File: src/inc/smfx_pkg.sv
// constants, field layouts and types for the fifo/move/flag executor
// assumes one system clock; shared by the design and its bench
package smfx_pkg;

	// ====================================================================
	// register offsets on the plain register port
	localparam logic [3:0] OFS_CONFIG = 4'h0;
	localparam logic [3:0] OFS_IRQ = 4'h1;
	localparam logic [3:0] OFS_INTE = 4'h2;
	localparam logic [3:0] OFS_STATUS = 4'h3;
	localparam logic [3:0] OFS_X = 4'h4;
	localparam logic [3:0] OFS_Y = 4'h5;
	localparam logic [3:0] OFS_INPUT_SHIFT_REG = 4'h6;
	localparam logic [3:0] OFS_OUTPUT_SHIFT_REG = 4'h7;

	// ====================================================================
	// field positions
	localparam int CFG_ITHR_LSB = 0;
	localparam int CFG_OTHR_LSB = 5;
	localparam int CFG_STSEL_BIT = 10;
	localparam int CFG_INBASE_LSB = 11;
	localparam int CFG_OUTBASE_LSB = 16;
	localparam int CFG_SETBASE_LSB = 21;
	localparam int CFG_APULL_BIT = 26;
	localparam int CFG_SSCNT_LSB = 27;
	localparam int INTE_L1_LSB = 4;
	localparam int STS_STALL_BIT = 0;
	localparam int STS_ICNT_LSB = 8;
	localparam int STS_OCNT_LSB = 16;
	localparam int STS_BUSY_BIT = 24;

	// ====================================================================
	// reset values and counts
	localparam logic [31:0] CFG_RST = 32'h0000_0000;
	localparam logic [7:0] INTE_RST = 8'h00;
	localparam logic [5:0] FULL_COUNT = 6'h20;

	// ====================================================================
	// instruction encodings
	localparam logic [2:0] OPC_FIFO = 3'h4;
	localparam logic [2:0] OPC_MOV = 3'h5;
	localparam logic [2:0] OPC_IRQ = 3'h6;
	localparam logic [2:0] OPC_SET = 3'h7;
	localparam logic [2:0] DST_PINS = 3'h0;
	localparam logic [2:0] DST_X = 3'h1;
	localparam logic [2:0] DST_Y = 3'h2;
	localparam logic [2:0] DST_RUN_DATA_AS_INSTRUCTION = 3'h4;
	localparam logic [2:0] DST_PC = 3'h5;
	localparam logic [2:0] DST_INPUT_SHIFT_REG = 3'h6;
	localparam logic [2:0] DST_OUTPUT_SHIFT_REG = 3'h7;
	localparam logic [2:0] SET_PINDIRS = 3'h4;
	localparam logic [2:0] SRC_PINS = 3'h0;
	localparam logic [2:0] SRC_X = 3'h1;
	localparam logic [2:0] SRC_Y = 3'h2;
	localparam logic [2:0] SRC_NULL = 3'h3;
	localparam logic [2:0] SRC_STATUS = 3'h5;
	localparam logic [2:0] SRC_INPUT_SHIFT_REG = 3'h6;
	localparam logic [2:0] SRC_OUTPUT_SHIFT_REG = 3'h7;
	localparam logic [1:0] MOP_INV = 2'h1;
	localparam logic [1:0] MOP_REV = 2'h2;

	typedef enum logic [1:0] {ST_IDLE, ST_RUN_DATA_AS_INSTRUCTION, ST_IRQW, ST_DELAY} smfx_state_t;

endpackage

File: src/logic/smfx_run_data_as_instruction.sv
// executor for the rx enqueue, tx dequeue, copy, flag and immediate-write
// instructions of one state machine
// assumes: fetch logic on clk offers instructions, fifos are on clk,
// pins arrive asynchronously
//
// The address map and the plain strobed port were left to the implementer.
`timescale 1ns/1ps

module smfx_run_data_as_instruction import smfx_pkg::*; #(
	parameter int MACHINE_ID = 0
) (
	input wire logic clk,
	input wire logic reset_n,
	input wire logic [3:0] reg_addr,
	input wire logic [31:0] reg_wdata,
	input wire logic reg_wr,
	input wire logic reg_rd,
	output logic [31:0] reg_rdata,
	input wire logic instr_valid,
	input wire logic [15:0] instr,
	output logic instr_ready,
	output logic pc_load,
	output logic [4:0] pc_value,
	output logic rx_push,
	output logic [31:0] rx_data,
	input wire logic rx_full,
	output logic tx_pop,
	input wire logic [31:0] tx_data,
	input wire logic tx_empty,
	input wire logic [31:0] pins_in,
	output logic [31:0] pins_out,
	output logic [31:0] pins_mask,
	output logic pins_we,
	output logic [31:0] pindirs_out,
	output logic [31:0] pindirs_mask,
	output logic pindirs_we,
	input wire logic [7:0] irq_ack,
	output logic [7:0] irq_flags,
	output logic irq_line0,
	output logic irq_line1
);

	// refused at elaboration: relative flag indexing only serves four machines
	if (MACHINE_ID < 0 || MACHINE_ID > 3) begin : g_bad_id
		$error("MACHINE_ID must lie in 0..3");
	end

	localparam logic [1:0] SM_NUM = 2'(MACHINE_ID);

	// ====================================================================
	// helpers
	function automatic logic thr_hit(input logic [5:0] cnt, input logic [4:0] thr);
		logic [5:0] lim;
		lim = (thr == 5'h00) ? FULL_COUNT : {1'b0, thr};
		return cnt >= lim;
	endfunction

	function automatic logic [31:0] rotl(input logic [31:0] v, input logic [4:0] s);
		logic [63:0] t;
		t = {v, v} << s;
		return t[63:32];
	endfunction

	function automatic logic [31:0] rotr(input logic [31:0] v, input logic [4:0] s);
		logic [63:0] t;
		t = {v, v} >> s;
		return t[31:0];
	endfunction

	function automatic logic [31:0] bitrev(input logic [31:0] v);
		logic [31:0] r;
		r = 32'h0000_0000;
		for (int n = 0; n < 32; n++) begin
			r[n] = v[31 - n];
		end
		return r;
	endfunction

	// ====================================================================
	// state
	smfx_state_t state;
	smfx_state_t next_state;
	logic [15:0] cur;
	logic [4:0] dcnt;
	logic [31:0] cfg;
	logic [7:0] inte;
	logic [31:0] x;
	logic [31:0] y;
	logic [31:0] input_shift_reg;
	logic [31:0] output_shift_reg;
	logic [5:0] icnt;
	logic [5:0] ocnt;
	logic stall_flag;
	logic [31:0] pin_meta;
	logic [31:0] pin_sync;

	// ====================================================================
	// configuration fields
	logic [4:0] ithr;
	logic [4:0] othr;
	logic status_sel;
	logic [4:0] in_base;
	logic [4:0] out_base;
	logic [4:0] set_base;
	logic apull;
	logic [2:0] sscnt;
	assign ithr = cfg[CFG_ITHR_LSB +: 5];
	assign othr = cfg[CFG_OTHR_LSB +: 5];
	assign status_sel = cfg[CFG_STSEL_BIT];
	assign in_base = cfg[CFG_INBASE_LSB +: 5];
	assign out_base = cfg[CFG_OUTBASE_LSB +: 5];
	assign set_base = cfg[CFG_SETBASE_LSB +: 5];
	assign apull = cfg[CFG_APULL_BIT];
	assign sscnt = cfg[CFG_SSCNT_LSB +: 3];

	// ====================================================================
	// decode
	logic in_run_data_as_instruction;
	logic [2:0] opc;
	logic [2:0] dst;
	logic [2:0] src;
	logic [4:0] dly;
	logic [2:0] fidx;
	logic [7:0] fbit;
	assign in_run_data_as_instruction = (state == ST_RUN_DATA_AS_INSTRUCTION);
	assign opc = cur[15:13];
	assign dst = cur[7:5];
	assign src = cur[2:0];
	// side-set bits take the top of the field, leaving the rest as delay
	assign dly = (sscnt > 3'h5) ? 5'h00 : (cur[12:8] & (5'h1f >> sscnt));
	// bit 2 passes through untouched, only the low pair is relative
	assign fidx = {cur[2], cur[4] ? (cur[1:0] + SM_NUM) : cur[1:0]};
	assign fbit = 8'h01 << fidx;

	logic is_fifo;
	logic is_mov;
	logic is_irq;
	logic is_set;
	assign is_fifo = in_run_data_as_instruction && (opc == OPC_FIFO);
	assign is_mov = in_run_data_as_instruction && (opc == OPC_MOV);
	assign is_irq = in_run_data_as_instruction && (opc == OPC_IRQ);
	assign is_set = in_run_data_as_instruction && (opc == OPC_SET);

	// enqueue / dequeue
	logic push_act;
	logic do_push;
	logic push_lost;
	logic push_stall;
	logic pull_act;
	logic do_pull;
	logic pull_x;
	logic pull_stall;
	assign push_act = is_fifo && !cur[7] && !(cur[6] && !thr_hit(icnt, ithr));
	assign push_stall = push_act && cur[5] && rx_full;
	assign do_push = push_act && !rx_full;
	assign push_lost = push_act && !cur[5] && rx_full;
	// a full output register under automatic refill makes the dequeue a no-op
	assign pull_act = is_fifo && cur[7] && !(apull && ocnt == 6'h00)
		&& !(cur[6] && !thr_hit(ocnt, othr));
	assign pull_stall = pull_act && cur[5] && tx_empty;
	assign do_pull = pull_act && !tx_empty;
	assign pull_x = pull_act && !cur[5] && tx_empty;

	// copy source and operation
	logic status_bit;
	logic [31:0] msrc;
	logic [31:0] mval;
	assign status_bit = status_sel ? rx_full : tx_empty;
	always_comb begin
		case (src)
			SRC_PINS: msrc = rotr(pin_sync, in_base);
			SRC_X: msrc = x;
			SRC_Y: msrc = y;
			SRC_NULL: msrc = 32'h0000_0000;
			SRC_STATUS: msrc = {32{status_bit}};
			SRC_INPUT_SHIFT_REG: msrc = input_shift_reg;
			SRC_OUTPUT_SHIFT_REG: msrc = output_shift_reg;
			default: msrc = 32'h0000_0000;
		endcase
		case (cur[4:3])
			MOP_INV: mval = ~msrc;
			MOP_REV: mval = bitrev(msrc);
			default: mval = msrc;
		endcase
	end

	// flag instruction
	logic irq_raise;
	logic irq_lower;
	logic irq_wait;
	logic wait_done;
	assign irq_raise = is_irq && !cur[6];
	assign irq_lower = is_irq && cur[6];
	assign irq_wait = irq_raise && cur[5];
	assign wait_done = (state == ST_IRQW) && !irq_flags[fidx];

	logic run_data_as_instruction_next;
	logic finish;
	assign run_data_as_instruction_next = is_mov && dst == DST_RUN_DATA_AS_INSTRUCTION;
	assign finish = (in_run_data_as_instruction && !push_stall && !pull_stall && !run_data_as_instruction_next && !irq_wait)
		|| wait_done;

	// ====================================================================
	// sequencing
	always_comb begin
		next_state = state;
		case (state)
			ST_IDLE: begin
				if (instr_valid) begin
					next_state = ST_RUN_DATA_AS_INSTRUCTION;
				end
			end
			ST_RUN_DATA_AS_INSTRUCTION, ST_IRQW: begin
				if (irq_wait) begin
					next_state = ST_IRQW;
				end else if (finish) begin
					// delay starts only once the wait is over
					next_state = (dly != 5'h00) ? ST_DELAY : ST_IDLE;
				end
			end
			ST_DELAY: begin
				if (dcnt == 5'h01) begin
					next_state = ST_IDLE;
				end
			end
			default: next_state = ST_IDLE;
		endcase
	end

	always_ff @(posedge clk) begin
		if (!reset_n) begin
			state <= ST_IDLE;
			instr_ready <= 1'b0;
		end else begin
			state <= next_state;
			instr_ready <= (next_state == ST_IDLE);
		end
	end

	always_ff @(posedge clk) begin
		if (!reset_n) begin
			cur <= 16'h0000;
		end else if (state == ST_IDLE && instr_valid) begin
			cur <= instr;
		end else if (run_data_as_instruction_next) begin
			// the copied word runs next cycle; the copy's own delay is dropped
			cur <= mval[15:0];
		end
	end

	always_ff @(posedge clk) begin
		if (!reset_n) begin
			dcnt <= 5'h00;
		end else if (finish) begin
			dcnt <= dly;
		end else if (state == ST_DELAY) begin
			dcnt <= dcnt - 5'h01;
		end
	end

	always_ff @(posedge clk) begin
		if (!reset_n) begin
			pc_load <= 1'b0;
			pc_value <= 5'h00;
		end else begin
			pc_load <= is_mov && dst == DST_PC;
			if (is_mov && dst == DST_PC) begin
				pc_value <= mval[4:0];
			end
		end
	end

	// ====================================================================
	// shift registers and fifo strobes
	always_ff @(posedge clk) begin
		if (!reset_n) begin
			input_shift_reg <= 32'h0000_0000;
			icnt <= 6'h00;
		end else if (do_push || push_lost) begin
			input_shift_reg <= 32'h0000_0000;
			icnt <= 6'h00;
		end else if (is_mov && dst == DST_INPUT_SHIFT_REG) begin
			input_shift_reg <= mval;
			icnt <= 6'h00;
		end
	end

	always_ff @(posedge clk) begin
		if (!reset_n) begin
			rx_push <= 1'b0;
			rx_data <= 32'h0000_0000;
		end else begin
			rx_push <= do_push;
			if (do_push) begin
				rx_data <= input_shift_reg;
			end
		end
	end

	always_ff @(posedge clk) begin
		if (!reset_n) begin
			output_shift_reg <= 32'h0000_0000;
			ocnt <= FULL_COUNT;
		end else if (do_pull) begin
			output_shift_reg <= tx_data;
			ocnt <= 6'h00;
		end else if (pull_x) begin
			output_shift_reg <= x;
			ocnt <= 6'h00;
		end else if (is_mov && dst == DST_OUTPUT_SHIFT_REG) begin
			output_shift_reg <= mval;
			ocnt <= 6'h00;
		end
	end

	always_ff @(posedge clk) begin
		if (!reset_n) begin
			tx_pop <= 1'b0;
		end else begin
			tx_pop <= do_pull;
		end
	end

	always_ff @(posedge clk) begin
		if (!reset_n) begin
			x <= 32'h0000_0000;
			y <= 32'h0000_0000;
		end else begin
			if (is_mov && dst == DST_X) begin
				x <= mval;
			end else if (is_set && dst == DST_X) begin
				x <= {27'h0000000, cur[4:0]};
			end
			if (is_mov && dst == DST_Y) begin
				y <= mval;
			end else if (is_set && dst == DST_Y) begin
				y <= {27'h0000000, cur[4:0]};
			end
		end
	end

	// ====================================================================
	// pins
	always_ff @(posedge clk) begin
		if (!reset_n) begin
			pin_meta <= 32'h0000_0000;
			pin_sync <= 32'h0000_0000;
		end else begin
			pin_meta <= pins_in;
			pin_sync <= pin_meta;
		end
	end

	always_ff @(posedge clk) begin
		if (!reset_n) begin
			pins_out <= 32'h0000_0000;
			pins_mask <= 32'h0000_0000;
			pins_we <= 1'b0;
			pindirs_out <= 32'h0000_0000;
			pindirs_mask <= 32'h0000_0000;
			pindirs_we <= 1'b0;
		end else begin
			pins_we <= 1'b0;
			pindirs_we <= 1'b0;
			if (is_mov && dst == DST_PINS) begin
				pins_out <= rotl(mval, out_base);
				pins_mask <= 32'hffff_ffff;
				pins_we <= 1'b1;
			end else if (is_set && dst == DST_PINS) begin
				pins_out <= rotl({27'h0000000, cur[4:0]}, set_base);
				pins_mask <= rotl(32'h0000_001f, set_base);
				pins_we <= 1'b1;
			end
			if (is_set && dst == SET_PINDIRS) begin
				pindirs_out <= rotl({27'h0000000, cur[4:0]}, set_base);
				pindirs_mask <= rotl(32'h0000_001f, set_base);
				pindirs_we <= 1'b1;
			end
		end
	end

	// ====================================================================
	// flags; a raise in the same cycle as any clear wins
	logic sw_irq_clr;
	assign sw_irq_clr = reg_wr && reg_addr == OFS_IRQ;
	always_ff @(posedge clk) begin
		if (!reset_n) begin
			irq_flags <= 8'h00;
		end else begin
			irq_flags <= (irq_flags
				& ~(sw_irq_clr ? reg_wdata[7:0] : 8'h00)
				& ~irq_ack
				& ~(irq_lower ? fbit : 8'h00))
				| (irq_raise ? fbit : 8'h00);
		end
	end

	always_ff @(posedge clk) begin
		if (!reset_n) begin
			irq_line0 <= 1'b0;
			irq_line1 <= 1'b0;
		end else begin
			// only the low four flags ever reach the system lines
			irq_line0 <= |(irq_flags[3:0] & inte[3:0]);
			irq_line1 <= |(irq_flags[3:0] & inte[INTE_L1_LSB +: 4]);
		end
	end

	// ====================================================================
	// register port
	always_ff @(posedge clk) begin
		if (!reset_n) begin
			cfg <= CFG_RST;
			inte <= INTE_RST;
		end else if (reg_wr) begin
			if (reg_addr == OFS_CONFIG) begin
				cfg <= reg_wdata;
			end
			if (reg_addr == OFS_INTE) begin
				inte <= reg_wdata[7:0];
			end
		end
	end

	always_ff @(posedge clk) begin
		if (!reset_n) begin
			stall_flag <= 1'b0;
		end else if (push_lost) begin
			stall_flag <= 1'b1;
		end else if (reg_wr && reg_addr == OFS_STATUS && reg_wdata[STS_STALL_BIT]) begin
			stall_flag <= 1'b0;
		end
	end

	logic [31:0] sts_word;
	always_comb begin
		sts_word = 32'h0000_0000;
		sts_word[STS_STALL_BIT] = stall_flag;
		sts_word[STS_ICNT_LSB +: 6] = icnt;
		sts_word[STS_OCNT_LSB +: 6] = ocnt;
		sts_word[STS_BUSY_BIT] = (state != ST_IDLE);
	end

	always_ff @(posedge clk) begin
		if (!reset_n) begin
			reg_rdata <= 32'h0000_0000;
		end else if (reg_rd) begin
			case (reg_addr)
				OFS_CONFIG: reg_rdata <= cfg;
				OFS_IRQ: reg_rdata <= {24'h000000, irq_flags};
				OFS_INTE: reg_rdata <= {24'h000000, inte};
				OFS_STATUS: reg_rdata <= sts_word;
				OFS_X: reg_rdata <= x;
				OFS_Y: reg_rdata <= y;
				OFS_INPUT_SHIFT_REG: reg_rdata <= input_shift_reg;
				OFS_OUTPUT_SHIFT_REG: reg_rdata <= output_shift_reg;
				default: reg_rdata <= 32'h0000_0000;
			endcase
		end else begin
			reg_rdata <= 32'h0000_0000;
		end
	end

endmodule

File: config.mk
export PLATFORM = sky130hd
export DESIGN_NAME = smfx_run_data_as_instruction
export DESIGN_NICKNAME = d
export VERILOG_FILES = /design/src/inc/smfx_pkg.sv /design/src/logic/smfx_run_data_as_instruction.sv
export SDC_FILE = /design/constraint.sdc
export NUM_CORES = 1
export LEC_CHECK = 0
export ABC_AREA = 1
export BUFFER_PORTS_ARGS = -buffer_cell sky130_fd_sc_hd__buf_2
export CORE_MARGIN = 2
export CORE_UTILIZATION = 30
export CTS_CLUSTER_SIZE = 40
export DETAILED_ROUTE_END_ITERATION = 16
export REMOVE_ABC_BUFFERS = 1
export SLEW_MARGIN = 25
export SYNTH_ARGS = -nofsm -noshare
export SYNTH_HDL_FRONTEND = slang
export SYNTH_SLANG_ARGS = --single-unit
File: constraint.sdc
create_clock -name clk -period 2.6 [get_ports clk]
set_input_delay 0.26 -clock clk [delete_from_list [all_inputs] [get_ports clk]]
set_output_delay 0.26 -clock clk [all_outputs]
set_load 0.01 [all_outputs]
==> reports/summary.txt, run 1 <==
STATUS
-------------------------------------------------------------------------------------------------
Status ............................................................................. finished, violations left
Violations in the final reports .................................................... negative setup slack

STA
-------------------------------------------------------------------------------------------------
Final cycle utilization of the critical path .......................................        1.077
Worst slew margin ..................................................................       0.3454
Final Hold Viols ...................................................................            0
Worst-case setup margin in the final layout ........................................    -200.6 ps
Unrepaired setup endpoints after global routing ....................................         true
Fin. max-slew vios .................................................................            0
Maximum operating frequency ........................................................    357.1 MHz
Worst Skew .........................................................................     62.19 ps
Final setup violation count ........................................................           33
Slew of the pin with the lowest slew margin ........................................     980.8 ps
Final sum of negative setup slack ..................................................     -4478 ps
Worst Hold Margin ..................................................................     15.92 ps
Post-layout min period .............................................................      2801 ps

FINAL LAYOUT
-------------------------------------------------------------------------------------------------
Combined area of the multi-input logic cells .......................................   14110 um^2
Utilization after layout ...........................................................       0.4137
Final design area excluding fillers ................................................   33970 um^2
Fill count .........................................................................         8532
Layout Area Growth over Synthesis ..................................................       36.35%
Count of placed standard cells in the final layout, fillers left out ...............         5326
Net count, final ...................................................................         4351
Layout cells sized above 1 .........................................................       0.2545
Footprint of the flip-flops and latches ............................................    9422 um^2

CLOCKING
-------------------------------------------------------------------------------------------------
Clock buffer count from CTS ........................................................           54
Clock tree sinks ...................................................................          470
Clock latency on the worst-skew pair ...............................................       660 ps
H-tree Lvls ........................................................................            2
Clock tree buffer depth ............................................................            3
Clock-pin slew on the worst setup and hold paths ...................................        60 ps
TritonCTS clock tree ...............................................................        built
CTS root buf .......................................................................    clkbuf_16

LOGIC SYNTHESIS
-------------------------------------------------------------------------------------------------
Ys Warns ...........................................................................            0
Adder-cell share of the synthesized area ...........................................     0.004520
Cell accounting for the most synthesized area ......................................      dfxtp_1
Fraction of post-synthesis cell area in the top cell type by area ..................       0.3777
Post-Syn Area per Cell .............................................................   6.785 um^2
Area share of and/or/nand/nor cells after synthesis ................................       0.2923
Compound-Gate Fraction of Synth Area ...............................................       0.2174
Area contributors post-synth ....................................................... dfxtp_1 (38%), nand3_1 (13%), nand2_1 (11%)
Synthesized netlist cell count .....................................................         3672
Sequential element share of the synthesized area ...................................       0.3777
Number of distinct library cell variants in the gate-level netlist after synthesis .           53
Register bit count reported by yosys ...............................................          470
Fraction of synthesized cell area in xor and xnor cells ............................    0.0007031
Total standard cell area after synthesis ...........................................   24910 um^2
Combinational family with the most area after synthesis ............................ simple AND/OR/NAND/NOR gates
Multiplexer fraction of the synthesized cell area ..................................            0

GLOBAL ROUTING
-------------------------------------------------------------------------------------------------
First-pass GRT wire length .........................................................    164700 um
Antenna violations before repair ...................................................            0
Aggregate global-route resource usage ..............................................       0.2496
Number of global-route vias before repair ..........................................       26.32k
GRT overflow .......................................................................            0
Pin count of the biggest net entering global routing ...............................          112

CRITICAL PATH
-------------------------------------------------------------------------------------------------
Crit path max fanout ...............................................................            8
Required time reported for the critical path endpoint ..............................      3150 ps
Crit. End Element ..................................................................     register
CP Data Arrival Time ...............................................................      3350 ps
WS Path Type .......................................................................      reg2reg
Crit start category ................................................................     register

WORST HOLD PATH
-------------------------------------------------------------------------------------------------
Min-Delay Path Class ...............................................................       in2reg

ROUTE
-------------------------------------------------------------------------------------------------
Count of nets left with antenna violations after detail routing ....................            0
Final wirelength ...................................................................    112100 um
Average routed wire per standard cell ..............................................     21.05 um
DRT Pass-1 Iters ...................................................................            6
Drt initial violations .............................................................         3122
Via/cell ratio .....................................................................        5.363
Vias ...............................................................................       28.56k
DRC ................................................................................            0

FLOORPLANNING
-------------------------------------------------------------------------------------------------
Initial Util .......................................................................       0.3034
X dimension of the die .............................................................     292.2 um
Cell Rows ..........................................................................          105
Top-level port count ...............................................................          344
Core Box Area ......................................................................   82110 um^2
Die Footprint ......................................................................   85370 um^2
Die Y-Extent .......................................................................     292.2 um

POWER
-------------------------------------------------------------------------------------------------
Total power divided by cell area ................................................... 563.5 nW/um^2
Leakage dissipation ................................................................     14.69 nW
Worst supply voltage drop on vdd ...................................................     414.5 uV

PLACEMENT
-------------------------------------------------------------------------------------------------
Placed instance count ..............................................................         5096
Port bufs ..........................................................................          343
Hpwl dp ............................................................................     81530 um
Placement-stage cell area ..........................................................   29390 um^2
Routability-driven placement congestion ratio ......................................       0.9682

FLOW RUN
-------------------------------------------------------------------------------------------------
MaxCap Viol Count ..................................................................            0

==> power by group <==
group          leakage (nW)  switching [mW]  internal (mW)  total (mW)
clock network         0.956            3.37           5.04        8.42
logic                  9.93            2.14           1.23        3.37
registers              3.81          0.0643           7.29        7.36
==> critical path, cell delays in order (launching register included) <==
cell,delay (ps)
dfxtp_1,360
buf_12,150
inv_4,60
nand3_4,80
inv_2,60
buf_12,150
buf_4,150
a211oi_2,350
nand3_1,150
nand3_2,140
nand3_1,140
nand3_2,150
nand3_1,110
nand3_1,190
nand2_1,130
nand2_1,80
nand3_1,90
a21oi_1,130
==> cell usage in the layout (no fill, tap or decap), types with 6 or more instances in the layout <==
cell type        n
a2111oi_0        6
a211o_1          6
a211oi_1        13
a211oi_2        23
a21oi_1        310
a21oi_2         11
a311oi_1        10
a31oi_1         19
buf_12          44
buf_2          342
buf_4          240
buf_6            6
bufinv_16        9
clkbuf_1         8
clkbuf_16       57
clkbuf_8        12
clkinv_1         6
clkinv_2        10
dfxtp_1        466
dlygate4sd3_1  115
ha_1             9
inv_1          346
inv_2           11
nand2_1        698
nand2_2         27
nand3_1        467
nand3_2        202
nand3_4         20
nand4_1         14
nor2_1         148
nor2_2           8
nor3_1          11
o21ai_0        342
o21ai_1         25
o221a_2         13
o221ai_1        34
o22ai_1        103
==> layer usage <==
layer / up-vias / share of wire / GRT usage
li1: 13610 / - / -
met1: 13390 / 0.42 / 0.3337
met2: 1338 / 0.45 / 0.3972
met3: 230 / 0.088 / 0.04491
met4: 0 / 0.045 / 0.09882
met5: - / 0 / 0
==> per-stage QoR <==
stage	total power, mW	setup slack, ps
after CTS	18.92	-181.3
after global routing	19.81	-313.4
after detailed placement	10.32	-329.8
after global placement	10.31	-364.4
after floorplan	8.894	-5076
final	19.14	-200.6
==> Yosys cell counts, drive strengths merged <==
library cell / instances
nand3: 689
clkbuf: 179
a211o: 6
a221oi: 2
xnor2: 1
inv: 362
clkinv: 10
ha: 9
a21oi: 321
nand4: 14
buf: 89
xor2: 1
o32ai: 3
o211ai: 5
a311oi: 10
nor4: 5
a2bb2oi: 1
a2111oi: 6
dfxtp: 470
nand2: 728
nor2: 161
o221ai: 34
a211oi: 38
or2: 1
o22ai: 108
a31oi: 19
o221a: 14
o21ai: 370
nor3: 16
==> timing repair <==
| item | CTS | global route |
|---|---|---|
| endpoints found under the hold margin | 113 | 0 |
| setup buffers | 4 | 6 |
| cloned | 0 | 4 |
| hold buffers | 115 | 0 |
| pin swaps | 17 | 38 |
| gates resized for setup | 62 | 225 |
| setup endpoints to repair | 45 | 96 |
==> cell families (layout without fill, tap and decap cells) <==
kind of cell | after synthesis | after routing
AO/OA/AOI/OAI | 937 | 937
flip-flops | 470 | 470
adder cells (fa/ha/maj) | 9 | 9
AND/OR/NAND/NOR | 1614 | 1614
buffers and inverters | 640 | 1223
XOR/XNOR | 2 | 2
other | 0 | 1
==> path summary, 6_finish.rpt <==
check	start	endpoint	slack [ps]	cells after the start
min reg2reg	pin_meta[24]$_SDFF_PN0_	pin_sync[24]$_SDFF_PN0_	410	2
max	cur[0]$_SDFFE_PN0P_	pins_out[18]$_SDFFE_PN0P_	-200	17
max reg2reg	cur[0]$_SDFFE_PN0P_	pins_out[18]$_SDFFE_PN0P_	-200	17
min	tx_data[24]	output_shift_reg[24]$_SDFFE_PN0P_	20	3
==> area by class of cell <==
cell class,count,area share
antenna,1,0.00007366
clock buffer,73,0.04512
clock inverter,27,0.01238
inverter,372,0.04247
multi-input combinational,2562,0.4154
sequential,470,0.2773
tap,1070,0.03941
timing repair buffer,751,0.1678
(Power assumes the default switching activity.)
==> run 2: changes to the inputs <==
--- a/config.mk
+++ b/config.mk
@@ -5,13 +5,13 @@
 export SDC_FILE = /design/constraint.sdc
 export NUM_CORES = 1
 export LEC_CHECK = 0
-export ABC_AREA = 1
 export BUFFER_PORTS_ARGS = -buffer_cell sky130_fd_sc_hd__buf_2
 export CORE_MARGIN = 2
-export CORE_UTILIZATION = 30
+export CORE_UTILIZATION = 27
 export CTS_CLUSTER_SIZE = 40
 export DETAILED_ROUTE_END_ITERATION = 16
 export REMOVE_ABC_BUFFERS = 1
+export SETUP_SLACK_MARGIN = 0.4
 export SLEW_MARGIN = 25
 export SYNTH_ARGS = -nofsm -noshare
 export SYNTH_HDL_FRONTEND = slang
==> reports/summary.txt, run 2 <==
CRITICAL PATH
-------------------------------------------------------------------------------------------------
CP Data Arrival Time ...............................................................      4550 ps   +1200 ps
WS Path Type .......................................................................      reg2reg
Required time reported for the critical path endpoint ..............................      3210 ps   +60 ps
Crit path max fanout ...............................................................            8   unchanged
Slowest-stage cell, CP .............................................................       mux4_2
Crit. End Element ..................................................................     register
Crit start category ................................................................     register
Sequence of cells on the critical path ............................................. buf_16 -> buf_8 -> mux2_4 -> mux4_2 -> mux4_2 -> a211o_1 -> a22oi_4 -> mux2i_4 -> mux2_4 -> mux4_2 -> o21ai_1 -> o221a_1
Worst path max stage delay .........................................................       560 ps   +200 ps
Cell repeated most along the worst path ............................................       mux4_2

ROUTE
-------------------------------------------------------------------------------------------------
DRC ................................................................................            0   unchanged
Drt initial violations .............................................................         3368   +7.9%
Vias ...............................................................................       30.60k   +7.1%
Via/cell ratio .....................................................................        5.572   +3.9%
Count of nets left with antenna violations after detail routing ....................            0   unchanged
Average routed wire per standard cell ..............................................     24.30 um   +15%
Final wirelength ...................................................................    133400 um   +19%
DRT Pass-1 Iters ...................................................................            6   unchanged

LOGIC SYNTHESIS
-------------------------------------------------------------------------------------------------
Fraction of post-synthesis cell area in the top cell type by area ..................       0.3663   -0.01139
Count leader, synth ................................................................      dfxtp_1
Synthesized netlist cell count .....................................................         3180   -13%
Top cells by instance count after synthesis ........................................ dfxtp_1 (470), nor2_1 (392), nand2_1 (385)
Total standard cell area after synthesis ...........................................   25690 um^2   +3.1%
Cell accounting for the most synthesized area ......................................      dfxtp_1
Dominant register cell in the synthesized netlist ..................................      dfxtp_1
Share of synthesized registers carrying an async set or reset ......................            0   unchanged
Post-synth EDFFs ...................................................................            0   unchanged
Ys Warns ...........................................................................            0   unchanged
Sequential element share of the synthesized area ...................................       0.3663   -0.01139
Post-Syn Area per Cell .............................................................   8.078 um^2   +19%
Number of distinct library cell variants in the gate-level netlist after synthesis .           80   +51%
Register bit count reported by yosys ...............................................          470   unchanged
Area contributors post-synth ....................................................... dfxtp_1 (37%), nor2_1 (5.7%), mux2i_1 (5.6%)

STA
-------------------------------------------------------------------------------------------------
Final Hold Viols ...................................................................            0   unchanged
Final cycle utilization of the critical path .......................................        1.518   +0.4411
Unrepaired setup endpoints after global routing ....................................         true
Slew of the pin with the lowest slew margin ........................................     826.5 ps   -154.3 ps
Worst Skew .........................................................................     49.48 ps   -12.72 ps
Worst slew margin ..................................................................       0.4448   +0.09933
Final sum of negative setup slack ..................................................   -109440 ps   -104960 ps
Fin. max-slew vios .................................................................            0   unchanged
Worst-case setup margin in the final layout ........................................     -1348 ps   -1147 ps
Final setup violation count ........................................................          181   +450%
Maximum operating frequency ........................................................    253.3 MHz   -29%
Post-layout min period .............................................................      3948 ps   +1147 ps

POWER
-------------------------------------------------------------------------------------------------
Worst supply voltage drop on vdd ...................................................     505.8 uV   +22%
Leakage dissipation ................................................................     16.15 nW   +9.9%
Total power divided by cell area ................................................... 530.6 nW/um^2   -5.8%

PLACEMENT
-------------------------------------------------------------------------------------------------
Routability-driven placement congestion ratio ......................................        1.013   +4.6%
Hpwl dp ............................................................................     97770 um   +20%
Port bufs ..........................................................................          343   unchanged
Placed instance count ..............................................................         5183   +1.7%

WORST HOLD PATH
-------------------------------------------------------------------------------------------------
Min-Delay Path Class ...............................................................       in2reg

STATUS
-------------------------------------------------------------------------------------------------
Violations in the final reports .................................................... negative setup slack
Status ............................................................................. finished, violations left

FLOORPLANNING
-------------------------------------------------------------------------------------------------
Cell Rows ..........................................................................          113   +7.6%
Die Footprint ......................................................................   97630 um^2   +14%
Initial Util .......................................................................       0.2716   -0.03184
X dimension of the die .............................................................     312.5 um   +6.9%
Die Y-Extent .......................................................................     312.5 um   +6.9%
Top-level port count ...............................................................          344   unchanged
Core Box Area ......................................................................   94590 um^2   +15%

FINAL LAYOUT
-------------------------------------------------------------------------------------------------
Count of placed standard cells in the final layout, fillers left out ...............         5491   +3.1%
Net count, final ...................................................................         4324   -0.62%
Commonest non-fill, non-tap cell in the layout .....................................        buf_4
Layout Area Growth over Synthesis ..................................................       59.34%
Fill count .........................................................................         9334   +9.4%
Commonest cells after routing, fill and taps aside ................................. buf_4 (630), dfxtp_1 (463), nor2_1 (373)
Number of diodes ...................................................................            0   -1
Layout cells sized above 1 .........................................................       0.4250   +0.1705

GLOBAL ROUTING
-------------------------------------------------------------------------------------------------
Pin count of the biggest net entering global routing ...............................           77   -31%
Antenna violations before repair ...................................................            2   +2
Aggregate global-route resource usage ..............................................       0.2569   +0.007299
Number of global-route vias before repair ..........................................       28.68k   +9.0%
First-pass GRT wire length .........................................................    191200 um   +16%
GRT overflow .......................................................................            0   unchanged

CLOCKING
-------------------------------------------------------------------------------------------------
Clock-pin slew on the worst setup and hold paths ...................................        60 ps   about the same
Clock tree buffer depth ............................................................            3   unchanged
H-tree Lvls ........................................................................            2   unchanged
CTS root buf .......................................................................    clkbuf_16
Clock latency on the worst-skew pair ...............................................       670 ps   about the same
Clock buffer count from CTS ........................................................           55   +1.9%
TritonCTS clock tree ...............................................................        built
Clock tree sinks ...................................................................          470   unchanged

FLOW RUN
-------------------------------------------------------------------------------------------------
MaxCap Viol Count ..................................................................            0   unchanged

[run 2: changes by cell type in the layout (fill, tap and decap cells not counted), moves of 196 or more]
cell and change:
nand3_1 -417, nand2_1 -340, o21ai_0 -222, nand3_2 -196, nor2_1 +225, inv_1 -322
buf_4 +390
[run 2: stage by stage]
step / setup WS (ps) / hold WS, ps / cell area (um^2) / total power, mW / utilization
floorplan: -5693 / 321.9 / 24520 / 9.281 / -
detailed placement: -1643 / 419.6 / 33720 / 11.79 / 0.3565
finish: -1348 / 22.64 / 40930 / 21.72 / 0.4328
global route: -1441 / 24.96 / 40930 / 22.32 / 0.4328
CTS: -1306 / 3.231 / 38490 / 20.79 / 0.4070
global placement: -1582 / 415.3 / 33720 / 11.81 / 0.3565
[run 2: layout make-up]
type | count | area, um^2 | area share
Tap cell | 1265 | 1583 | 0.03867
Clock inverter | 24 | 322.8 | 0.007886
Clock buffer | 75 | 1562 | 0.03815
Sequential cell | 470 | 9420 | 0.2301
Timing Repair Buffer | 1246 | 10000 | 0.2444
Inverter | 29 | 116.4 | 0.002843
Multi-Input combinational cell | 2382 | 17920 | 0.4379
[run 2: what timing repair did]
action	4_1_cts	5_1_grt
hold buffers	84	0
endpoints found under the hold margin	91	0
gates cloned	4	4
resized for setup	327	383
pin swaps	49	173
endpoints found under the setup margin	189	251
setup buffers	44	73
[run 2: power breakdown]
part | switching, mW | leakage, nW | internal, mW
Sequential | 0.113 | 3.81 | 7.31
Clock | 3.35 | 0.925 | 4.80
Combinational | 3.25 | 11.4 | 2.89
Total | 6.72 | 16.2 | 15.0
[run 2: metal layers]
metal / vias up / GRT usage / part of all wire
met5: - / 0 / 0.000097
met4: 2 / 0.09604 / 0.045
met3: 351 / 0.05461 / 0.091
met2: 1579 / 0.4097 / 0.45
met1: 14940 / 0.3399 / 0.41
li1: 13720 / - / -
[run 2: kinds of logic after synthesis]
group / Yosys count / synth area share
simple gates: 1099 / 0.1878
compound gates: 1015 / 0.2674
flops: 470 / 0.3663
buf+inv: 328 / 0.04983
mux: 255 / 0.1229
fa+ha+maj: 9 / 0.004384
xor+xnor: 4 / 0.001364
[run 2: critical path, delay by kind of cell, from the launching register on]
family          cells  cell delay, ps
flops               1             410
compound gates      4             900
mux                 6            2320
buf+inv             2             280
[run 2: worst paths after layout]
kind | startpoint | to | slack [ps] | depth (start not counted)
hold reg to reg | pin_meta[31]$_SDFF_PN0_ | pin_sync[31]$_SDFF_PN0_ | 430 | 1
setup reg to reg | cfg[12]$_SDFFE_PN0P_ | pins_out[15]$_SDFFE_PN0P_ | -1350 | 12
setup / recovery | cfg[12]$_SDFFE_PN0P_ | pins_out[15]$_SDFFE_PN0P_ | -1350 | 12
hold / removal | irq_ack[3] | irq_flags[3]$_SDFF_PN0_ | 20 | 5
